## config.mk

```make
export PLATFORM = sky130hd
export DESIGN_NAME = mifeb_bank
export DESIGN_NICKNAME = d
export VERILOG_FILES = /design/src/mifeb_bank.v /design/src/mifeb_sticky_flag.v
export VERILOG_INCLUDE_DIRS = /design/src
export SDC_FILE = /design/constraint.sdc
export NUM_CORES = 1
export LEC_CHECK = 0
export ABC_AREA = 1
export BUFFER_PORTS_ARGS = -buffer_cell sky130_fd_sc_hd__buf_4
export CORE_MARGIN = 4
export CORE_UTILIZATION = 50
export DETAILED_ROUTE_END_ITERATION = 6
export PLACE_DENSITY = 0.75
export SLEW_MARGIN = 20
export SYNTH_ARGS = -nofsm -noshare
export SYNTH_HDL_FRONTEND = slang
export SYNTH_HIERARCHICAL = 1
export SYNTH_SLANG_ARGS = --single-unit
```

## constraint.sdc

```tcl
create_clock -name clk -period 1.65 [get_ports clk]
set_clock_uncertainty 0.15 [all_clocks]
set_input_delay 0.495 -clock clk [delete_from_list [all_inputs] [get_ports clk]]
set_output_delay 0.495 -clock clk [all_outputs]
set_load 0.01 [all_outputs]
```

## src/mifeb_regs.vh

```
/*
 Register offsets, bit positions and reset values for the interrupt flag and enable bank.
 Assumes the CPU special-function register decoder supplies the offsets below.
*/
`ifndef MIFEB_REGS_VH
`define MIFEB_REGS_VH
// ---------------------------------------------------------------
// Register offsets
// ---------------------------------------------------------------
`define MIFEB_OFS_PRIMARY_A 2'h0
`define MIFEB_OFS_PRIMARY_B 2'h1
`define MIFEB_OFS_GROUPED 2'h2
// ---------------------------------------------------------------
// Field positions
// ---------------------------------------------------------------
`define MIFEB_BIT_GLOBAL_EN 0
`define MIFEB_BIT_TICK_EN 2
`define MIFEB_BIT_TICK_FLAG 5
`define MIFEB_BIT_GROUPED_EN 0
`define MIFEB_BIT_GROUPED_FLAG 4
`define MIFEB_BIT_CMP_P_EN 0
`define MIFEB_BIT_CMP_A_EN 1
`define MIFEB_BIT_CMP_P_FLAG 4
`define MIFEB_BIT_CMP_A_FLAG 5
// ---------------------------------------------------------------
// Reset values and vector codes
// ---------------------------------------------------------------
`define MIFEB_RST_BIT 1'b0
`define MIFEB_RST_BYTE 8'h00
`define MIFEB_VEC_NONE 2'h0
`define MIFEB_VEC_TICK 2'h1
`define MIFEB_VEC_GROUPED 2'h2
`endif

```

## src/mifeb_bank.v

```verilog
/*
 Interrupt request and enable bank: three special-function registers, grouped source
 merging, enable gating, fixed priority and service acknowledge.
 Assumes the CPU drives sfr_sel/sfr_wr/sfr_addr synchronously, holds a request open
 until it pulses irq_ack, and that source inputs are one-cycle pulses on clk.
*/
`timescale 1ns/1ps
`include "mifeb_regs.vh"
// Overview of operation
// - Only timer compare and tick sources exist
// - Accepted request signals CPU to suspend program
// - Hardware sets flags, software writes enables
// - Two primary registers plus grouped-source register
// - Grouped register: A flag5, P flag4, A en1, P en0
// - Every source has enable and flag, global enable only
// - Global enable bit0 of primary A, resets 0
// - Tick flag bit5, enable bit2, reset 0
// - Unimplemented bits read zero, ignore writes
// - Interrupt needs own enable and global enable
// - Grouped flag set by sub-flags, auto-cleared on service
// - Service entry clears global enable, flags still record
module mifeb_bank (
  input wire clk, // System clock, 40 MHz
  input wire rst_n, // Async reset, active low
  input wire sfr_sel, // Register access strobe
  input wire sfr_wr, // 1 write, 0 read
  input wire [1:0] sfr_addr, // Register select
  input wire [7:0] sfr_wdata, // Write data
  output reg [7:0] sfr_rdata, // Read data, registered
  input wire tick_overflow, // Time-base overflow pulse
  input wire cmp_p_match, // Timer comparator P match pulse
  input wire cmp_a_match, // Timer comparator A match pulse
  output wire irq_req, // Interrupt request to CPU
  output wire [1:0] irq_vector, // Vector of request
  input wire irq_ack // CPU entering service, one pulse
);
  // ---------------------------------------------------------------
  // Access decode
  // ---------------------------------------------------------------
  function wr_hit;
    input sel;
    input wr;
    input [1:0] addr;
    input [1:0] ofs;
    begin
      wr_hit = sel & wr & (addr == ofs);
    end
  endfunction

  wire wr_a = wr_hit(sfr_sel, sfr_wr, sfr_addr, `MIFEB_OFS_PRIMARY_A);
  wire wr_b = wr_hit(sfr_sel, sfr_wr, sfr_addr, `MIFEB_OFS_PRIMARY_B);
  wire wr_g = wr_hit(sfr_sel, sfr_wr, sfr_addr, `MIFEB_OFS_GROUPED);

  // ---------------------------------------------------------------
  // Enable bits
  // ---------------------------------------------------------------
  reg global_irq_enable_reg;
  reg tick_irq_enable_reg;
  reg grouped_irq_enable_reg;
  reg cmp_p_match_enable_reg;
  reg cmp_a_match_enable_reg;
  wire ack_taken;

  always @(posedge clk or negedge rst_n) begin
    if (!rst_n) begin
      global_irq_enable_reg <= `MIFEB_RST_BIT;
      tick_irq_enable_reg <= `MIFEB_RST_BIT;
      grouped_irq_enable_reg <= `MIFEB_RST_BIT;
      cmp_p_match_enable_reg <= `MIFEB_RST_BIT;
      cmp_a_match_enable_reg <= `MIFEB_RST_BIT;
    end else begin
      if (ack_taken) begin
        global_irq_enable_reg <= 1'b0;
      end else if (wr_a) begin
        global_irq_enable_reg <= sfr_wdata[`MIFEB_BIT_GLOBAL_EN];
      end
      if (wr_a) begin
        tick_irq_enable_reg <= sfr_wdata[`MIFEB_BIT_TICK_EN];
      end
      if (wr_b) begin
        grouped_irq_enable_reg <= sfr_wdata[`MIFEB_BIT_GROUPED_EN];
      end
      if (wr_g) begin
        cmp_p_match_enable_reg <= sfr_wdata[`MIFEB_BIT_CMP_P_EN];
        cmp_a_match_enable_reg <= sfr_wdata[`MIFEB_BIT_CMP_A_EN];
      end
    end
  end

  // ---------------------------------------------------------------
  // Request flags
  // ---------------------------------------------------------------
  wire tick_irq_flag;
  wire grouped_irq_flag;
  wire cmp_p_match_flag;
  wire cmp_a_match_flag;
  wire svc_tick;
  wire svc_grouped;

  // Sub-source flags are cleared only by software
  wire [1:0] sub_set = {cmp_a_match, cmp_p_match};
  wire [1:0] sub_wval = {sfr_wdata[`MIFEB_BIT_CMP_A_FLAG], sfr_wdata[`MIFEB_BIT_CMP_P_FLAG]};
  wire [1:0] sub_flag;
  wire [1:0] sub_en = {cmp_a_match_enable_reg, cmp_p_match_enable_reg};

  genvar gi;
  generate
    for (gi = 0; gi < 2; gi = gi + 1) begin : g_sub
      mifeb_sticky_flag u_flag (
        .clk(clk),
        .rst_n(rst_n),
        .set_pulse(sub_set[gi]),
        .clr_pulse(1'b0),
        .wr_en(wr_g),
        .wr_val(sub_wval[gi]),
        .flag_reg(sub_flag[gi])
      );
    end
  endgenerate

  assign cmp_p_match_flag = sub_flag[0];
  assign cmp_a_match_flag = sub_flag[1];

  // Grouped flag rises on a new enabled sub-source request
  reg [1:0] sub_flag_d_reg;
  always @(posedge clk or negedge rst_n) begin
    if (!rst_n) begin
      sub_flag_d_reg <= 2'h0;
    end else begin
      sub_flag_d_reg <= sub_flag & sub_en;
    end
  end
  wire grouped_set = |((sub_flag & sub_en) & ~sub_flag_d_reg);

  mifeb_sticky_flag u_grouped (
    .clk(clk),
    .rst_n(rst_n),
    .set_pulse(grouped_set),
    .clr_pulse(svc_grouped),
    .wr_en(wr_b),
    .wr_val(sfr_wdata[`MIFEB_BIT_GROUPED_FLAG]),
    .flag_reg(grouped_irq_flag)
  );

  mifeb_sticky_flag u_tick (
    .clk(clk),
    .rst_n(rst_n),
    .set_pulse(tick_overflow),
    .clr_pulse(svc_tick),
    .wr_en(wr_a),
    .wr_val(sfr_wdata[`MIFEB_BIT_TICK_FLAG]),
    .flag_reg(tick_irq_flag)
  );

  // ---------------------------------------------------------------
  // Gating, priority and service
  // ---------------------------------------------------------------
  wire tick_pend = tick_irq_flag & tick_irq_enable_reg;
  wire grouped_pend = grouped_irq_flag & grouped_irq_enable_reg;
  assign irq_req = global_irq_enable_reg & (tick_pend | grouped_pend);
  assign irq_vector = !irq_req ? `MIFEB_VEC_NONE :
                      tick_pend ? `MIFEB_VEC_TICK : `MIFEB_VEC_GROUPED;
  assign ack_taken = irq_ack & irq_req;
  assign svc_tick = ack_taken & tick_pend;
  assign svc_grouped = ack_taken & ~tick_pend & grouped_pend;

  // ---------------------------------------------------------------
  // Read back
  // ---------------------------------------------------------------
  reg [7:0] rd_next;
  always @* begin
    rd_next = `MIFEB_RST_BYTE;
    case (sfr_addr)
      `MIFEB_OFS_PRIMARY_A: begin
        rd_next[`MIFEB_BIT_GLOBAL_EN] = global_irq_enable_reg;
        rd_next[`MIFEB_BIT_TICK_EN] = tick_irq_enable_reg;
        rd_next[`MIFEB_BIT_TICK_FLAG] = tick_irq_flag;
      end
      `MIFEB_OFS_PRIMARY_B: begin
        rd_next[`MIFEB_BIT_GROUPED_EN] = grouped_irq_enable_reg;
        rd_next[`MIFEB_BIT_GROUPED_FLAG] = grouped_irq_flag;
      end
      `MIFEB_OFS_GROUPED: begin
        rd_next[`MIFEB_BIT_CMP_P_EN] = cmp_p_match_enable_reg;
        rd_next[`MIFEB_BIT_CMP_A_EN] = cmp_a_match_enable_reg;
        rd_next[`MIFEB_BIT_CMP_P_FLAG] = cmp_p_match_flag;
        rd_next[`MIFEB_BIT_CMP_A_FLAG] = cmp_a_match_flag;
      end
      default: begin
        rd_next = `MIFEB_RST_BYTE;
      end
    endcase
  end

  always @(posedge clk or negedge rst_n) begin
    if (!rst_n) begin
      sfr_rdata <= `MIFEB_RST_BYTE;
    end else if (sfr_sel & ~sfr_wr) begin
      sfr_rdata <= rd_next;
    end
  end
endmodule // mifeb_bank

```

## src/mifeb_sticky_flag.v

```verilog
/*
 One sticky request flag: hardware set wins over software or service clear.
 Assumes set, clear and write strobes are synchronous to clk.
*/
`timescale 1ns/1ps
`include "mifeb_regs.vh"
module mifeb_sticky_flag (
  input wire clk, // System clock
  input wire rst_n, // Async reset, active low
  input wire set_pulse, // Hardware event
  input wire clr_pulse, // Automatic clear on service
  input wire wr_en, // Software write of this bit
  input wire wr_val, // Value written
  output reg flag_reg // Flag state
);
  always @(posedge clk or negedge rst_n) begin
    if (!rst_n) begin
      flag_reg <= `MIFEB_RST_BIT;
    end else if (set_pulse) begin
      flag_reg <= 1'b1;
    end else if (clr_pulse) begin
      flag_reg <= 1'b0;
    end else if (wr_en) begin
      flag_reg <= wr_val;
    end
  end
endmodule // mifeb_sticky_flag

```

Word-level counts from Yosys, hierarchy flattened:

Index checks and enable logic that the tools add are counted.

* bitwise operators: 18
* mux-type cells: 19
* equality and inequality tests: 2
* reductions and logical operators: 7

Operators with widths (number)
* 1-bit two-way mux: 14
* 1-bit bitwise AND: 12
* 2-bit nonzero test: 3
* 3-bit nonzero test: 2
* 2-bit bitwise AND: 2
* 2-bit two-way mux: 2
* 1-bit one-hot mux with 2 select lines: 2
* 1-bit one-hot mux with 3 select lines: 1
* 2-bit by 1-bit == test with 1-bit output, second input constant: 1
* 2-bit == test, second input constant: 1
* 2-bit zero test: 1
* 1-bit inverter: 2
* 2-bit inverter: 1
* 2-bit OR reduction: 1
* 1-bit bitwise OR: 1

* word-level logic and storage cells: 57
* bits in registers: 16
* output and inout port bits: 11
* input bits: 18

Longest topological paths before layout:

* word-level depth: 8
* gate-level depth with buffers: 8
* gate-level depth less buffers: 8

Modules after synthesis:

The synthesis kept the hierarchy.

Modules (own cells, without submodules)
* mifeb_bank: sequential area each 300.3 µm², cells an instance 90, area an instance 661.9 µm², times used 1
* mifeb_sticky_flag: sequential area each 25.0 µm², cells an instance 10, area an instance 60.1 µm², times used 4

Worst setup path after synthesis:

No wires, ideal clock.

* kind: input to register
* start: in sfr_addr[0]
* end: reg g_sub[0].u_flag.flag_reg
* slack: 0.211 ns
* stages: 7
* buffers on the path: 0
* arrival time: 1.172 ns
* library setup time: 0.117 ns
* required time: 1.383 ns
* cell sequence: inv_1 ha_1 nand3_1 inv_1 nand2_1 nand3_1 nand2_1

* word-level cells in the longest chain between the ends: 3

RTL lines
* from (decl): line mifeb_bank.v:27 `input wire [1:0] sfr_addr,`
* 2-bit == test: line mifeb_bank.v:46 `wr_hit = sel & wr & (addr == ofs);`
* 1-bit bitwise AND: line mifeb_bank.v:46
* named net wr_g: line mifeb_bank.v:52 `` wire wr_g = wr_hit(sfr_sel, sfr_wr, sfr_addr, `MIFEB_OFS_GROUPED); ``
* 2-bit nonzero test (no source line)
* to (signal assigned): line mifeb_sticky_flag.v:18 `` flag_reg <= `MIFEB_RST_BIT; ``
* to (signal assigned): line mifeb_sticky_flag.v:24 `flag_reg <= wr_val;`
* to (decl): line mifeb_sticky_flag.v:14 `output reg flag_reg`

The timed path passes the listed nets, and every way through them passes these cells.
A chain may end at the register's enable or synchronous reset.

Worst setup path in the final report:

* start: reg tick_irq_enable_reg
* end: out irq_vector[1]

* word-level cells in the longest chain between the ends: 4
* elaborated cells on any way between the ends: 5
* those cells by class: 2 x mux; 3 x bitwise

RTL lines
* from (decl): line mifeb_bank.v:58 `reg tick_irq_enable_reg;`
* from (signal assigned): line mifeb_bank.v:67 `` tick_irq_enable_reg <= `MIFEB_RST_BIT; ``
* from (signal assigned): line mifeb_bank.v:78 `` tick_irq_enable_reg <= sfr_wdata[`MIFEB_BIT_TICK_EN]; ``
* 1-bit bitwise AND *: line mifeb_bank.v:158 `wire tick_pend = tick_irq_flag & tick_irq_enable_reg;`
* 1-bit bitwise OR: line mifeb_bank.v:160 `assign irq_req = global_irq_enable_reg & (tick_pend | grouped_pend);`
* 1-bit bitwise AND: line mifeb_bank.v:160
* 2-bit two-way mux (no source line) *
* to (decl): line mifeb_bank.v:34 `output wire [1:0] irq_vector,`

Every way passes the cells marked *; elsewhere a longest branch is shown, timed or not.

==> impl_results.md <==
* Seq/Total Area, Yosys at 44.4%
* Top cells by count, synth: nand2_1 (49), inv_1 (33), dfrtp_1 (16), nand3_1 (11)
* CP cell instances: nand2_2 -> inv_2 -> nor2_2 -> buf_4
* Status: finished, violations left
* Share of cells above drive strength 1 at 24.9%
* Die width at approximately 50 um
* Dpl hpwl at 1390 um
* IO Pins at 29
* Critical Path Sink Type: primary output
* Number of synthesized flops with an enable pin at 0
* Ant diodes at 0
* Final critical-path share of the clock period at 105%
* Placed Instances at 181
* Synth top area share at 44.4%
* Leak Pwr at 0.000758 uW
* Setup TNS at -0.203 ns
* Die area at about 2500 um2
* Kind of critical path: flop to primary output
* Multi-input gate area at 380 um2
* Root Buffer: clkbuf_4
* First-pass GRT wire length at between 3000 and 4000 um
* CP startpoint kind: flop
* Via count at 864
* Synth area leaders: dfrtp_1 (44%), nand2_1 (20%), inv_1 (14%), nand3_1 (6.1%), ha_1 (5.5%)
* Cell taking the most area after synthesis: dfrtp_1
* R2R setup slack at 0.22 ns
* RSZ-0062 raised after global routing: true
* Starting density of the core at a little over half
* Clk sinks at 16
* Crit path arrival time at 1.09 ns
* Initial DRT Pass Iterations at 4
* Rows at 15
* Num CTS Buffers at 3
* Per-cell routed wire length at 9.77 um
* Register area at 400 um2
* Failing checks: setup timing
* Largest net degree at the start of global routing at 17
* Antenna viol nets, final at 0
* Fin area at 1230 um2
* Max Slew Vio Count at 0
* Post-synth top flop: dfrtp_1
* Final Net Count at ~190
* Clk pin slew, worst setup/hold paths at 0.10 ns
* Warnings, synthesis at 6
* DRC at 0
* Core Footprint at about 1700 um2
* Asr flop ratio synth at 100%
* Final worst setup slack at -0.0850 ns
* Routed WL at 1900 um
* Skew-Pair Late Insertion Delay at 0.28 ns
* Final min period at 1.74 ns
* Max reg flops at 5
* FILL cells at 147
* Critical path fanouts, max at 5
* PwrDens at 863 nW/um2
* Initial antenna violation count at 0
* Finished Layout Cells at 194
* Avg Cell Area, Syn at between 6 and 7 um2
* Total GRT Usage at 17.2%
* Area grow syn2layout at 36.3%
* I/O Buffers at 22
* Clock Path Buffers at 2
* Yosys reg bits at 16
* Worst VDD drop at 597 uV
* WHS at 0.243 ns
* Post-synthesis cell type count at 12
* Critical Path Max Stage Delay at 0.40 ns
* Hold Crit Class: input pin to flop
* Post-Route Utilization at a little under three quarters
* Vias in the first global route at 823
* H-tree levels at 1
* Hold Vio Cnt, Final at 0
* Critical path's slowest cell: dfrtp_1
* Die height at 50.5 um
* Via/cell ratio at about 4.5
* Synthesized cell area at approximately 900 um2
* Final setup vio count at 3
* Fmax at 576 MHz
* WP data required at 1.00 ns
* Synthesized netlist cell count at 130
* DP Area at between 1000 and 1500 um2
* CTS tree: yes
* Maxcap violations at 0
* Gr ovfl total at 0
* GP Congestion at between 0.8 and 0.9
* DRT iter0 DRCs at 16
* Most frequent cell after synthesis: nand2_1
[final timing paths]
path	startpoint	to	cells after the start
min reg2reg	sfr_rdata[5]	sfr_rdata[5]	2
max	tick_irq_enable_reg	irq_vector[1]	4
max in group asynchronous	rst_n	cmp_a_match_enable_reg	2
max reg2reg	tick_irq_enable_reg	u_grouped/flag_reg	9
min	tick_overflow	u_tick/flag_reg	3
min in group asynchronous	rst_n	sfr_rdata[0]	2
[power by group]
group / switching, uW / internal, uW / total [uW]
Sequential: 41.6 / 449 / 491
Combinational: 159 / 160 / 319
Clock: 119 / 134 / 253
[through the flow]
stage | setup slack (ns) | total power (uW)
final | -0.0850 | 1060
after CTS | -0.0490 | 1050
after detailed placement | 0.0692 | 742
after global routing | -0.142 | 1140
after global placement | 0.0987 | 734
after floorplan | 0.211 | 634
[kinds of logic (layout without fill, tap and decap cells)]
| family | count (synthesis) | count (layout) | synth area share, % |
|---|---|---|---|
| simple gates | 67 | 67 | 30.0 |
| fa+ha+maj | 4 | 4 | 5.55 |
| other cells | 1 | 5 | 0.416 |
| compound gates | 6 | 6 | 3.47 |
| flops | 16 | 16 | 44.4 |
| buf+inv | 36 | 71 | 16.2 |
[layout make-up]
| type | count | share of cell area [%] |
|---|---|---|
| sequential | 16 | 32.6 |
| timing repair buffer | 34 | 21.0 |
| multi-input combinational | 82 | 30.9 |
| inverter | 33 | 10.1 |
| tap | 25 | 2.54 |
| clock buffer | 4 | 2.95 |
[routing by layer]
layer / global-route usage (%) / vias to the layer above / share of wire [%]
met5: 0 / - / 0
met4: 4.04 / 0 / 0.90
met3: 4.15 / 2 / 6.8
met2: 31.5 / 26 / 49
met1: 20.0 / 386 / 43
li1: - / 450 / -
[placed cells by master (no fill, tap or decap)]
master / instances
inv_2: 1
o21ai_0: 4
nand2_2: 2
buf_4: 33
nand3_2: 1
o21ai_1: 1
dfrtp_1: 16
clkbuf_8: 1
nor2_2: 1
nor2_1: 4
nand2_1: 48
clkbuf_4: 3
nand4_1: 1
o22ai_1: 1
conb_1: 5
ha_1: 4
dlygate4sd3_1: 1
inv_1: 32
nand3_1: 10
[timing repair]
item                       CTS  global route
buffers inserted             6             2
hold endpoints to repair    16             0
hold buffers                 1             0
gates resized for setup      2             3
setup endpoints to repair    3             3
pin swaps                    2             2
[critical path, delay by kind of cell (launching register included)]
family	cells	cell delay, ns
flops	1	0.40
simple gates	2	0.22
buf+inv	2	0.19
Note: power is estimated with default switching activity, not from simulation.
